==> src/logic/ahb_port_control_defines.svh <==
// offsets, field positions, reset values for the port control word
//
// Behaviour
// RULE_01: nonsec control bit drives the nonsec attribute
// RULE_02: nonsec control present only if built in
// RULE_03: nonsec control resets to one
// RULE_04: select one drives own requester identity
// RULE_05: select zero drives emulated requester identity
// RULE_06: without emulation, select bit reads zero
// RULE_07: emulation support fixed at build time
// RULE_08: protection bit five always driven low
// RULE_09: plain layout protection bit mapping
// RULE_10: enhanced layout protection bit mapping
// RULE_11: secure debug status bit is read-only
// RULE_12: secure debug unsupported reads zero
// RULE_13: secure debug status may track authentication
// RULE_14: size field accepts word, half, byte
// RULE_15: packed increment supported only if built in
// RULE_16: no extra address space select bit
// RULE_17: reserved bits read zero, ignore writes
`ifndef AHB_PORT_CONTROL_DEFINES_SVH
`define AHB_PORT_CONTROL_DEFINES_SVH

`define CTRL_WORD_OFFSET   12'h000
`define BUS_ADDR_W         12

`define BIT_SW_ENABLE      31
`define BIT_NONSEC         30
`define BIT_REQ_SELECT     29
`define BIT_PROT_ENH4      28
`define BIT_PROT_HI        27
`define BIT_PROT_LO        24
`define BIT_SDEV_STATUS    23
`define BIT_STOP_ON_ERR    17
`define BIT_ERR_NO_PASS    16
`define BIT_PROT_ENH6      15
`define BIT_XFER_BUSY      7
`define BIT_DEV_ENABLED    6
`define BIT_INC_HI         5
`define BIT_INC_LO         4
`define BIT_SIZE_HI        2
`define BIT_SIZE_LO        0

`define SIZE_RESET         3'h2
`define PROT_RESET         4'h3
`define INC_RESET          2'h0

`endif

==> src/logic/ahb_port_control_pkg.sv <==
// types for the access port control word
package ahb_port_control_pkg;

  typedef enum logic [2:0] {
    size_byte,
    size_half,
    size_word
  } xfer_size_e;

  typedef enum logic [1:0] {
    inc_off,
    inc_single,
    inc_packed,
    inc_illegal
  } addr_inc_e;

  typedef logic [31:0] word_t;

endpackage : ahb_port_control_pkg

==> src/logic/ahb_access_port_control.sv <==
// ahb access port control word with ahb-lite register slave
//
// The implementer's own choices: register access over AHB-Lite and the address map.
`include "ahb_port_control_defines.svh"

module ahb_access_port_control #(
  parameter bit         HAS_NONSEC     = 1'b1,
  parameter bit         HAS_REQ_EMU    = 1'b1,
  parameter bit         ENHANCED_PROT  = 1'b0,
  parameter bit         HAS_SECURE_DBG = 1'b1,
  parameter bit         SDEV_TRACKS    = 1'b1,
  parameter bit         HAS_PACKED_INC = 1'b1,
  // requester identities are arbitrary values
  parameter logic [3:0] OWN_REQ_ID     = 4'h1,
  parameter logic [3:0] EMU_REQ_ID     = 4'h2
) (
  // clock and reset
  input  wire logic        mclk_i,
  input  wire logic        rst_n_i,
  // ahb-lite register slave
  input  wire logic        hsel_i,
  input  wire logic [31:0] haddr_i,
  input  wire logic [1:0]  htrans_i,
  input  wire logic        hwrite_i,
  input  wire logic [2:0]  hsize_i,
  input  wire logic [31:0] hwdata_i,
  input  wire logic        hready_i,
  output logic             hreadyout_o,
  output logic             hresp_o,
  output logic [31:0]      hrdata_o,
  // status pins from outside the clock domain
  input  wire logic        secure_debug_auth_i,
  input  wire logic        transfer_in_progress_i,
  input  wire logic        port_device_enabled_i,
  // outgoing requester sideband
  output logic             hnonsec_o,
  output logic [3:0]       hmaster_o,
  output logic [6:0]       hprot_o,
  output logic [2:0]       xfer_hsize_o,
  output logic [1:0]       address_increment_mode_o,
  output logic             debug_software_access_enable_o,
  output logic             stop_on_error_o,
  output logic             error_no_passthrough_o
);

  localparam logic [31:0] ONE = 32'h1;

  // fields software may change; build options decide the rest
  localparam logic [31:0] WMASK_BASE =
    (ONE << `BIT_SW_ENABLE) |
    (ONE << `BIT_STOP_ON_ERR) |
    (ONE << `BIT_ERR_NO_PASS) |
    (32'hf << `BIT_PROT_LO) |
    (32'h3 << `BIT_INC_LO) |
    (32'h7 << `BIT_SIZE_LO);

  localparam logic [31:0] WMASK_NONSEC =
    HAS_NONSEC ? (ONE << `BIT_NONSEC) : 32'h0; // RULE_02

  localparam logic [31:0] WMASK_REQ =
    HAS_REQ_EMU ? (ONE << `BIT_REQ_SELECT) : 32'h0; // RULE_06 RULE_07

  localparam logic [31:0] WMASK_ENH = ENHANCED_PROT ?
    ((ONE << `BIT_PROT_ENH4) | (ONE << `BIT_PROT_ENH6)) : 32'h0;

  // status bit and reserved bits never enter the store
  localparam logic [31:0] WMASK =
    WMASK_BASE | WMASK_NONSEC | WMASK_REQ | WMASK_ENH; // RULE_11 RULE_17 RULE_16

  localparam logic [31:0] WORD_RESET =
    (HAS_NONSEC ? (ONE << `BIT_NONSEC) : 32'h0) | // RULE_03
    (HAS_REQ_EMU ? (ONE << `BIT_REQ_SELECT) : 32'h0) |
    ({28'h0, `PROT_RESET} << `BIT_PROT_LO) |
    ({30'h0, `INC_RESET} << `BIT_INC_LO) |
    ({29'h0, `SIZE_RESET} << `BIT_SIZE_LO);

  // pin synchronisers
  logic [2:0] pin_meta_reg;
  logic [2:0] pin_sync_reg;

  // bus data-phase state
  logic                   wr_pend_reg;
  logic                   wr_pend_next;
  logic                   rd_hit;

  // stored control word
  ahb_port_control_pkg::word_t word_reg;
  ahb_port_control_pkg::word_t word_next;
  ahb_port_control_pkg::word_t read_value;
  logic [31:0]                 hrdata_reg;
  logic [31:0]                 hrdata_next;

  logic       sdev_status;
  logic [2:0] wr_size;
  logic [1:0] wr_inc;
  logic       size_ok;
  logic       inc_ok;

  // two flops per pin; only the second is read
  always_ff @(posedge mclk_i or negedge rst_n_i) begin
    if (!rst_n_i) begin
      pin_meta_reg <= 3'h0;
      pin_sync_reg <= 3'h0;
    end else begin
      pin_meta_reg <= {secure_debug_auth_i, transfer_in_progress_i,
                       port_device_enabled_i};
      pin_sync_reg <= pin_meta_reg;
    end
  end

  // address phase decode: access of any size to the one mapped offset
  always_comb begin
    wr_pend_next = 1'b0;
    rd_hit       = 1'b0;
    if (hsel_i && hready_i && htrans_i[1]) begin
      if (haddr_i[`BUS_ADDR_W-1:0] == `CTRL_WORD_OFFSET) begin
        wr_pend_next = hwrite_i;
        rd_hit       = !hwrite_i;
      end
    end
  end

  always_ff @(posedge mclk_i or negedge rst_n_i) begin
    if (!rst_n_i) begin
      wr_pend_reg <= 1'b0;
    end else begin
      wr_pend_reg <= wr_pend_next;
    end
  end

  // zero wait states, always okay
  assign hreadyout_o = 1'b1;
  assign hresp_o     = 1'b0;

  always_comb begin
    case ({HAS_SECURE_DBG, SDEV_TRACKS})
      2'b11:   sdev_status = pin_sync_reg[2]; // RULE_13
      2'b10:   sdev_status = 1'b1;
      default: sdev_status = 1'b0; // RULE_12
    endcase
  end

  // illegal size or increment writes leave the field unchanged
  assign wr_size = hwdata_i[`BIT_SIZE_HI:`BIT_SIZE_LO];
  assign wr_inc  = hwdata_i[`BIT_INC_HI:`BIT_INC_LO];
  assign size_ok = (wr_size == ahb_port_control_pkg::size_byte) ||
                   (wr_size == ahb_port_control_pkg::size_half) ||
                   (wr_size == ahb_port_control_pkg::size_word); // RULE_14

  always_comb begin
    case (ahb_port_control_pkg::addr_inc_e'(wr_inc))
      ahb_port_control_pkg::inc_off:    inc_ok = 1'b1;
      ahb_port_control_pkg::inc_single: inc_ok = 1'b1;
      ahb_port_control_pkg::inc_packed: inc_ok = HAS_PACKED_INC; // RULE_15
      default:                          inc_ok = 1'b0;
    endcase
  end

  always_comb begin
    word_next = word_reg;
    if (wr_pend_reg) begin
      word_next = (word_reg & ~WMASK) | (hwdata_i & WMASK); // RULE_17
      if (!size_ok) begin
        word_next[`BIT_SIZE_HI:`BIT_SIZE_LO] =
          word_reg[`BIT_SIZE_HI:`BIT_SIZE_LO];
      end
      if (!inc_ok) begin
        word_next[`BIT_INC_HI:`BIT_INC_LO] =
          word_reg[`BIT_INC_HI:`BIT_INC_LO];
      end
    end
  end

  always_ff @(posedge mclk_i or negedge rst_n_i) begin
    if (!rst_n_i) begin
      word_reg <= WORD_RESET;
    end else begin
      word_reg <= word_next;
    end
  end

  // status bits are merged only on read, never stored
  always_comb begin
    read_value                   = word_next;
    read_value[`BIT_SDEV_STATUS] = sdev_status; // RULE_11
    read_value[`BIT_XFER_BUSY]   = pin_sync_reg[1];
    read_value[`BIT_DEV_ENABLED] = pin_sync_reg[0];
  end

  // reading word_next lets a read right after a write see it
  always_comb begin
    hrdata_next = 32'h0;
    if (rd_hit) begin
      hrdata_next = read_value;
    end
  end

  always_ff @(posedge mclk_i or negedge rst_n_i) begin
    if (!rst_n_i) begin
      hrdata_reg <= 32'h0;
    end else begin
      hrdata_reg <= hrdata_next;
    end
  end

  assign hrdata_o = hrdata_reg;

  // absent nonsec control leaves transfers non-secure
  assign hnonsec_o = HAS_NONSEC ? word_reg[`BIT_NONSEC] : 1'b1; // RULE_01

  assign hmaster_o = (!HAS_REQ_EMU || word_reg[`BIT_REQ_SELECT]) ?
                     OWN_REQ_ID : EMU_REQ_ID; // RULE_04 RULE_05

  always_comb begin
    if (ENHANCED_PROT) begin
      hprot_o = {word_reg[`BIT_PROT_ENH6], 1'b0,
                 word_reg[`BIT_PROT_ENH4:`BIT_PROT_LO]}; // RULE_10 RULE_08
    end else begin
      hprot_o = {word_reg[`BIT_PROT_HI], 1'b0, word_reg[`BIT_PROT_HI],
                 word_reg[`BIT_PROT_HI:`BIT_PROT_LO]}; // RULE_09 RULE_08
    end
  end

  assign xfer_hsize_o = word_reg[`BIT_SIZE_HI:`BIT_SIZE_LO]; // RULE_14
  assign address_increment_mode_o = word_reg[`BIT_INC_HI:`BIT_INC_LO];
  assign debug_software_access_enable_o = word_reg[`BIT_SW_ENABLE];
  assign stop_on_error_o        = word_reg[`BIT_STOP_ON_ERR];
  assign error_no_passthrough_o = word_reg[`BIT_ERR_NO_PASS];
endmodule : ahb_access_port_control

==> config.mk <==
export PLATFORM = sky130hd
export DESIGN_NAME = ahb_access_port_control
export DESIGN_NICKNAME = d
export VERILOG_FILES = /design/src/logic/ahb_port_control_pkg.sv /design/src/logic/ahb_access_port_control.sv
export VERILOG_INCLUDE_DIRS = /design/src /design/src/logic
export SDC_FILE = /design/constraint.sdc
export NUM_CORES = 1
export LEC_CHECK = 0
export ABC_AREA = 1
export BUFFER_PORTS_ARGS = -buffer_cell sky130_fd_sc_hd__buf_2
export CELL_PAD_IN_SITES_DETAIL_PLACEMENT = 1
export CELL_PAD_IN_SITES_GLOBAL_PLACEMENT = 1
export CORE_UTILIZATION = 27
export CTS_BUF_LIST = sky130_fd_sc_hd__clkbuf_2
export CTS_CLUSTER_DIAMETER = 30
export CTS_CLUSTER_SIZE = 40
export DETAILED_ROUTE_END_ITERATION = 16
export HOLD_SLACK_MARGIN = 0.03
export PLACE_DENSITY_LB_ADDON = 0.1
export SYNTH_ARGS = -nofsm -noshare
export SYNTH_HDL_FRONTEND = slang
export SYNTH_SLANG_ARGS = --single-unit
==> constraint.sdc <==
create_clock -name mclk_i -period 1.4 [get_ports mclk_i]
set_input_delay 0.07 -clock mclk_i [delete_from_list [all_inputs] [get_ports mclk_i]]
set_output_delay 0.07 -clock mclk_i [all_outputs]
set_load 0.05 [all_outputs]
== Yosys cells after proc, flatten, opt, wreduce, memory -nomap -nowiden ==
Index checks and enable logic that the tools add are counted.

* Memories kept: 0
* Bits of input ports: 77
* Output and inout bits: 54
* RAM bits: 0
* Flip-flop bits (word level): 71
* Latch bits: 0
* Logic and storage cells: 30
* Bits in read-only memories: 0

* Add/sub/neg operators: 0
* Divide/modulo/power cells: 0
* Shift operators: 0
* Reduce and logical (&&, ||, !) cells: 9
* Bitwise operators: 1
* Multipliers: 0
* Multiplexer cells: 10
* Equality and inequality tests: 4
* Order comparisons: 0

{| class="wikitable"
|+ Operators by type and width
! kind !! number
|-
| $mux W32 || 2
|-
| $or A29 B32 Y32 || 1
|-
| $logic_not A12 Y1 || 1
|-
| $mux W1 || 5
|-
| $mux W2 || 2
|-
| $eq A3 B1 Y1 const B || 1
|-
| $eq A3 B2 Y1 const B || 1
|-
| $logic_not A3 Y1 || 1
|-
| $mux W3 || 1
|-
| $reduce_or A3 Y1 || 1
|-
| $eq A2 B1 Y1 const B || 1
|-
| $eq A2 B2 Y1 const B || 1
|-
| $logic_and A1 B1 Y1 || 2
|-
| $logic_not A2 Y1 || 1
|-
| $logic_or A1 B1 Y1 || 2
|-
| $logic_not A1 Y1 || 1
|}

== Depth between registers and ports, before layout ==
Gate-level depths: netlist of run 1.

* Depth in word-level cells: 6
* Gate-level depth with buffers: 6
* Depth with buffers taken out: 5

== Least setup slack after synthesis of run 1 ==
OpenSTA, ideal clock, no wires.

* Kind: register -> output
* Start: register hrdata_o[12] (netlist name)
* End: output hrdata_o[10]
* Slack: 0.212 ns
* Buffers on the path: 1
* Cell stages (with the launch flop): 2
* Arrival: 1.118 ns
* Path through: dfrtp_1 > buf_4

{| class="wikitable"
|+ RTL lines
! element !! line !! RTL
|-
| end: declaration || ahb_access_port_control.sv:30 || <nowiki>output logic [31:0] hrdata_o,</nowiki>
|}

== Final worst setup path of run 1 ==
* Start: register word_reg[24]
* End: output hprot_o[0]

{| class="wikitable"
|+ RTL lines
! element !! line !! RTL
|-
| start: declaration || ahb_access_port_control.sv:87 || <nowiki>ahb_port_control_pkg::word_t word_reg;</nowiki>
|-
| start signal: assignment || ahb_access_port_control.sv:178 || <nowiki>word_reg <= word_next;</nowiki>
|-
| end: declaration || ahb_access_port_control.sv:38 || <nowiki>output logic [6:0] hprot_o,</nowiki>
|}

No word-level cell between the ends.

==> metrics.cfg, run 1 <==
[setup_path]
crit_path_end_kind=output pin
critPathMaxFanout=2
cp.arrival_ns=1.21
path_cells=buf_2
crit_path_top_delay_cell=dfstp_2
crit_required_ns=1.33
crit_buf_inv=1
crit_family=flip-flops
startpoint_type=register
worstSetupPathType=reg2out
slowest_delay_ns=0.58

[clocking]
clkTransAtPathRegs_ns=0.20
root_buffer=clkbuf_2
cts_buffers=5
clockBufferDepth=2
clock_sinks=39
postCtsSetupBuffers=0
cts_tree=done
clkLatencyLatePin_ns=0.38
ctsHtreeMaxLevel=2

[synthesis]
seq_area_frac_synth_pct=61.8
synthTopCellsByArea=dfrtp_1 (54%), buf_4 (10%), dfstp_2 (8.3%)
synth_top_area_share_pct=53.5
synth_top_cell_by_area=dfrtp_1
ys_ff_latch=39
synth.distinct_cells=22
synth_area_mm2=0.00159
syn_area_per_cell_um2=10.6
syn_inst=150
yosys_warnings=0

[layout]
largest_register_ffs=18
fin_cells=316
syn_to_final_growth_pct=40.4
layout-drive-gt1-share_pct=47.1
nFillCells=668
final_nets=320
final_common_cell=buf_2
layout_common_cells=buf_2 (83), dfrtp_1 (33), inv_1 (23)
antenna_cells=0

[global_route]
grt_pass1_vias=1299
grt_overflow=0
grt_pass1_wl_um=6110
grt_busiest_layer=met2
grt_use_met2_pct=23.2
met3_usage_pct=4.71
use_met1_pct=14.3
grt_max_degree=40
antenna_found_initial=0
grt_usage_pct=13.0

[routing]
dr_total_vias=1243
drc_errors=0
drt.antenna.violating_nets=0
wl_per_cell_um=11.5
drtIter0Drc=16
dr.pass1.iters=4
finalWirelength_um=3620
via_per_inst=3.93

[timing]
max_freq_mhz=783
maxSlewViolCount=0
period_minus_slack_ns=1.28
fin_ws_ns=0.123
hold_violations=0
clock-skew-final_ns=0.0197
rsz0062_at_grt=false
setup-tns-final_ns=0
finalCritPeriodShare_pct=91.2
finalSetupViolCount=0

[run_status]
outcome=complete, no violations

[pwr]
power_w=0.00209
power.density_mw_per_mm2=936
ir_drop_v=0.000350
cellLeakagePower_nw=1.27

[die]
rows=27
die_x_um=78.7
dieArea_mm2=0.00620
die_h_um=78.7
start_util_pct=28.4
coreArea_mm2=0.00561
io_pins=131

[placement]
hpwlAfterDp_um=2620
io_buffers=83
gp_congestion=0.629
place_ws_ns=0.231
dp.cells=287

[min_path]
hp-class=in2reg

[job]
max_cap_viol_count=0

stage by stage:
stage	area (um^2)	hold WS [ns]	util, %
after floorplan	1610	-0.226	-
after global placement	1960	0.0508	34.9
after detailed placement	1960	0.0576	34.9
after CTS	2210	0.0323	39.4
after global routing	2230	0.0583	39.8
final	2230	0.0580	39.8
synth_stat cells:
| library cell | number |
|---|---|
| and2_2 | 1 |
| buf_2 | 1 |
| buf_4 | 22 |
| buf_6 | 1 |
| conb_1 | 2 |
| dfrtp_1 | 34 |
| dfstp_2 | 5 |
| inv_1 | 23 |
| nand2_1 | 6 |
| nand2_2 | 1 |
| nand3_1 | 2 |
| nand3_4 | 1 |
| nand4_1 | 1 |
| nor2_1 | 16 |
| nor2_2 | 11 |
| nor2_4 | 1 |
| o21ai_0 | 8 |
| o21ai_1 | 4 |
| o22ai_1 | 1 |
| or2_0 | 6 |
| or2_1 | 1 |
| or2_2 | 2 |
metal layers:
metal,wire [um],part of all wire (%),up-vias
li1,-,-,602
met1,1410,39,587
met2,1880,52,49
met3,279,7.7,5
met4,43,1.2,0
met5,0,0,-
repair_timing:
item / in CTS / in global routing
hold buffers: 19 / 3
resized for setup: 0 / 1
hold endpoints to repair: 58 / 1
setup endpoints to repair: 0 / 16
report_power, final:
part / switching (W) / leakage [nW] / internal [W] / total (W)
registers: 0.00000847 / 0.502 / 0.00114 / 0.00115
clock network: 0.000357 / 0.0404 / 0.000294 / 0.000652
logic: 0.000187 / 0.724 / 0.0000997 / 0.000287
total: 0.000553 / 1.27 / 0.00154 / 0.00209
cell type report:
class                           count  area [um^2]  area share [%]
Clock inverter                      3         38.8            1.74
Timing Repair Buffer              106          653            29.3
Sequential cell                    39          983            44.1
Multi-Input combinational cell     68          355            15.9
Tap cell                           72         90.1            4.04
Inverter                           23         86.3            3.87
Clock buffer                        5         25.0            1.12
final timing paths:
kind,cells past startpoint,end,start,slack [ns]
max in group asynchronous,3,word_reg[1],rst_n_i,0.96
min in group asynchronous,3,hrdata_o[17],rst_n_i,0.16
hold reg to reg,0,pin_sync_reg[1],pin_meta_reg[1],0.37
setup reg to reg,4,hrdata_o[0],wr_pend_reg,0.26
hold / removal,6,wr_pend_reg,haddr_i[8],0.06
setup / recovery,1,hprot_o[0],word_reg[24],0.12
logic make-up after synthesis:
kind of cell | after synthesis | synth area share, %
buffers and inverters | 47 | 16.8
AND/OR/NAND/NOR | 49 | 16.8
flip-flops | 39 | 61.8
other | 2 | 0.472
AO/OA/AOI/OAI | 13 | 4.17
Note: power is estimated with default switching activity, not from simulation.
==> run 2: changes to the inputs <==
--- a/config.mk
+++ b/config.mk
@@ -10,7 +10,7 @@
 export BUFFER_PORTS_ARGS = -buffer_cell sky130_fd_sc_hd__buf_2
 export CELL_PAD_IN_SITES_DETAIL_PLACEMENT = 1
 export CELL_PAD_IN_SITES_GLOBAL_PLACEMENT = 1
-export CORE_UTILIZATION = 27
+export CORE_UTILIZATION = 25
 export CTS_BUF_LIST = sky130_fd_sc_hd__clkbuf_2
 export CTS_CLUSTER_DIAMETER = 30
 export CTS_CLUSTER_SIZE = 40
==> constraint.sdc (replaced) <==
create_clock -name mclk_i -period 1.09 [get_ports mclk_i]
set_input_delay 0.0545 -clock mclk_i [delete_from_list [all_inputs] [get_ports mclk_i]]
set_output_delay 0.0545 -clock mclk_i [all_outputs]
set_load 0.05 [all_outputs]
==> run 2 against run 1 <==
  * The run now ends with negative setup slack left
  * Sequential power up 29%
  * Clock skew down 0.0097 ns
  * Design area rose by 24%
  * Clock power shrank 2%
  * Via count increased by 7.4%
  * Worst setup slack worse by 0.25 ns
  * Non-clock buffer count increased by 19
  * Combinational power rose by 65%
  * First-iteration DRC count increased by 50%
  * Final cell count increased by 7.0%
  * Total power is 24% higher
  * Flip-flop and latch count did not move
  * Highest routed layer unchanged
==> metrics.cfg, run 2 (synthesized netlist as in run 1, its figures left out) <==
[pwr]
power_frac_seq_pct=57.0
p_int_w=0.00185
p_switching_w=0.000741
pwr-share-clk_pct=24.7
p_comb_share_pct=18.3
power.density_mw_per_mm2=933
p_sw_share_pct=28.6
power_w=0.00259
cellLeakagePower_nw=1.45
ir_drop_v=0.000440

[placement]
hpwlAfterDp_um=2910
gp_congestion=0.679
place_area_mm2=0.00198
io_buffers=83

[layout]
largest_register_ffs=18
final_common_cell=buf_2
final_nets=339
layout-drive-gt1-share_pct=56.7
nFillCells=680
antenna_cells=0
syn_to_final_growth_pct=74.4
postLayoutCellArea_mm2=0.00277
layout_common_cells=buf_2 (34), dfrtp_1 (32), buf_6 (25)

[setup_path]
slowest_delay_ns=0.47
crit_family=flip-flops
crit_path_end_kind=output pin
crit_path_top_delay_cell=dfrtp_2
cp.arrival_ns=1.16
crit_required_ns=1.04
crit_buf_inv=2
critPathMaxFanout=8
startpoint_type=register
crit_top_cell=buf_6
worstSetupPathType=reg2out
path_cells=buf_6 > buf_6

[clocking]
clock_sinks=39
clockBufferDepth=2
clkLatencyLatePin_ns=0.38
root_buffer=clkbuf_2
cts_buffers=5
ctsHtreeMaxLevel=2
clkTransAtPathRegs_ns=0.19
cts_tree=done

[routing]
finalWirelength_um=4420
drc_errors=0
via_per_inst=3.95
dr.pass1.iters=4
wl_per_cell_um=13.1
drtIter0Drc=24
dr_total_vias=1335
drt.antenna.violating_nets=0

[timing]
maxSlewViolCount=0
fin_hold_ws_ns=0.0684
rsz0062_at_grt=true
max_freq_mhz=824
setup-tns-final_ns=-2.39
period_minus_slack_ns=1.21
hold_violations=0
clock-skew-final_ns=0.00999
finalSetupViolCount=29
fin_ws_ns=-0.124
finalCritPeriodShare_pct=111

[die]
start_util_pct=26.4
io_pins=131
coreArea_mm2=0.00603
die_x_um=81.8
die_h_um=81.8
dieArea_mm2=0.00668
rows=28

[global_route]
grt_overflow=0
antenna_found_initial=0
grt_pass1_wl_um=6610
grt_pass1_vias=1384
grt_usage_pct=13.5
grt_max_degree=25

[run_status]
outcome=complete, but fails checks
violations=negative setup slack

[job]
max_cap_viol_count=0

[min_path]
hp-class=in2reg

==> run 2: cell type report <==
| type | instances | area (um^2) | area share, % |
|---|---|---|---|
| inverter | 23 | 86.3 | 3.11 |
| sequential | 39 | 985 | 35.5 |
| tap | 75 | 93.8 | 3.38 |
| clock inverter | 1 | 5.00 | 0.180 |
| timing repair buffer | 125 | 1160 | 41.7 |
| clock buffer | 7 | 35.0 | 1.26 |
| multi-input combinational | 68 | 412 | 14.8 |
==> run 2: worst register-to-register path, cell delays in order (launching register included) <==
cell and delay, ns:
dfrtp_1 0.44, inv_2 0.09, buf_6 0.13, or2_1 0.21
o21ai_2 0.08, inv_1 0.06
==> run 2: final timing paths <==
path / slack (ns) / to / depth (start not counted) / startpoint
setup / recovery: -0.12 / hrdata_o[8] / 2 / hrdata_o[12]
hold / removal: 0.07 / wr_pend_reg / 5 / haddr_i[6]
setup reg to reg: -0.01 / word_reg[17] / 5 / wr_pend_reg
hold reg to reg: 0.37 / pin_sync_reg[2] / 0 / pin_meta_reg[2]
max in group asynchronous: 0.45 / word_reg[25] / 3 / rst_n_i
min in group asynchronous: 0.10 / hrdata_o[4] / 2 / rst_n_i
==> run 2: metrics by stage <==
step | util [%] | instances | setup slack (ns)
2_1_floorplan | - | 154 | 0.0373
3_3_place_gp | 32.9 | 293 | -0.0898
3_5_place_dp | 32.9 | 293 | -0.113
4_1_cts | 42.0 | 325 | -0.133
5_1_grt | 46.0 | 338 | -0.183
6_report | 46.0 | 338 | -0.124
==> run 2: power groups by stage <==
stage	registers, W	clock network [W]	logic [W]
after floorplan	0.00152	0	0.000210
after global placement	0.00150	0	0.000311
after detailed placement	0.00150	0	0.000318
after CTS	0.00147	0.000671	0.000450
after global routing	0.00148	0.000731	0.000502
final	0.00148	0.000640	0.000473
==> run 2: what timing repair did <==
| action | in CTS | in global routing |
|---|---|---|
| endpoints found under the hold margin | 60 | 2 |
| buffers inserted | 4 | 10 |
| hold buffers | 20 | 4 |
| resized for setup | 96 | 51 |
| pin swaps | 2 | 6 |
| setup endpoints to repair | 61 | 78 |
==> run 2: layer usage <==
layer / vias up / wire [um] / track usage, %
met5: - / 0 / 0
met4: 0 / 45 / 3.68
met3: 5 / 343 / 5.00
met2: 52 / 2300 / 24.0
met1: 637 / 1730 / 15.0
li1: 641 / - / -
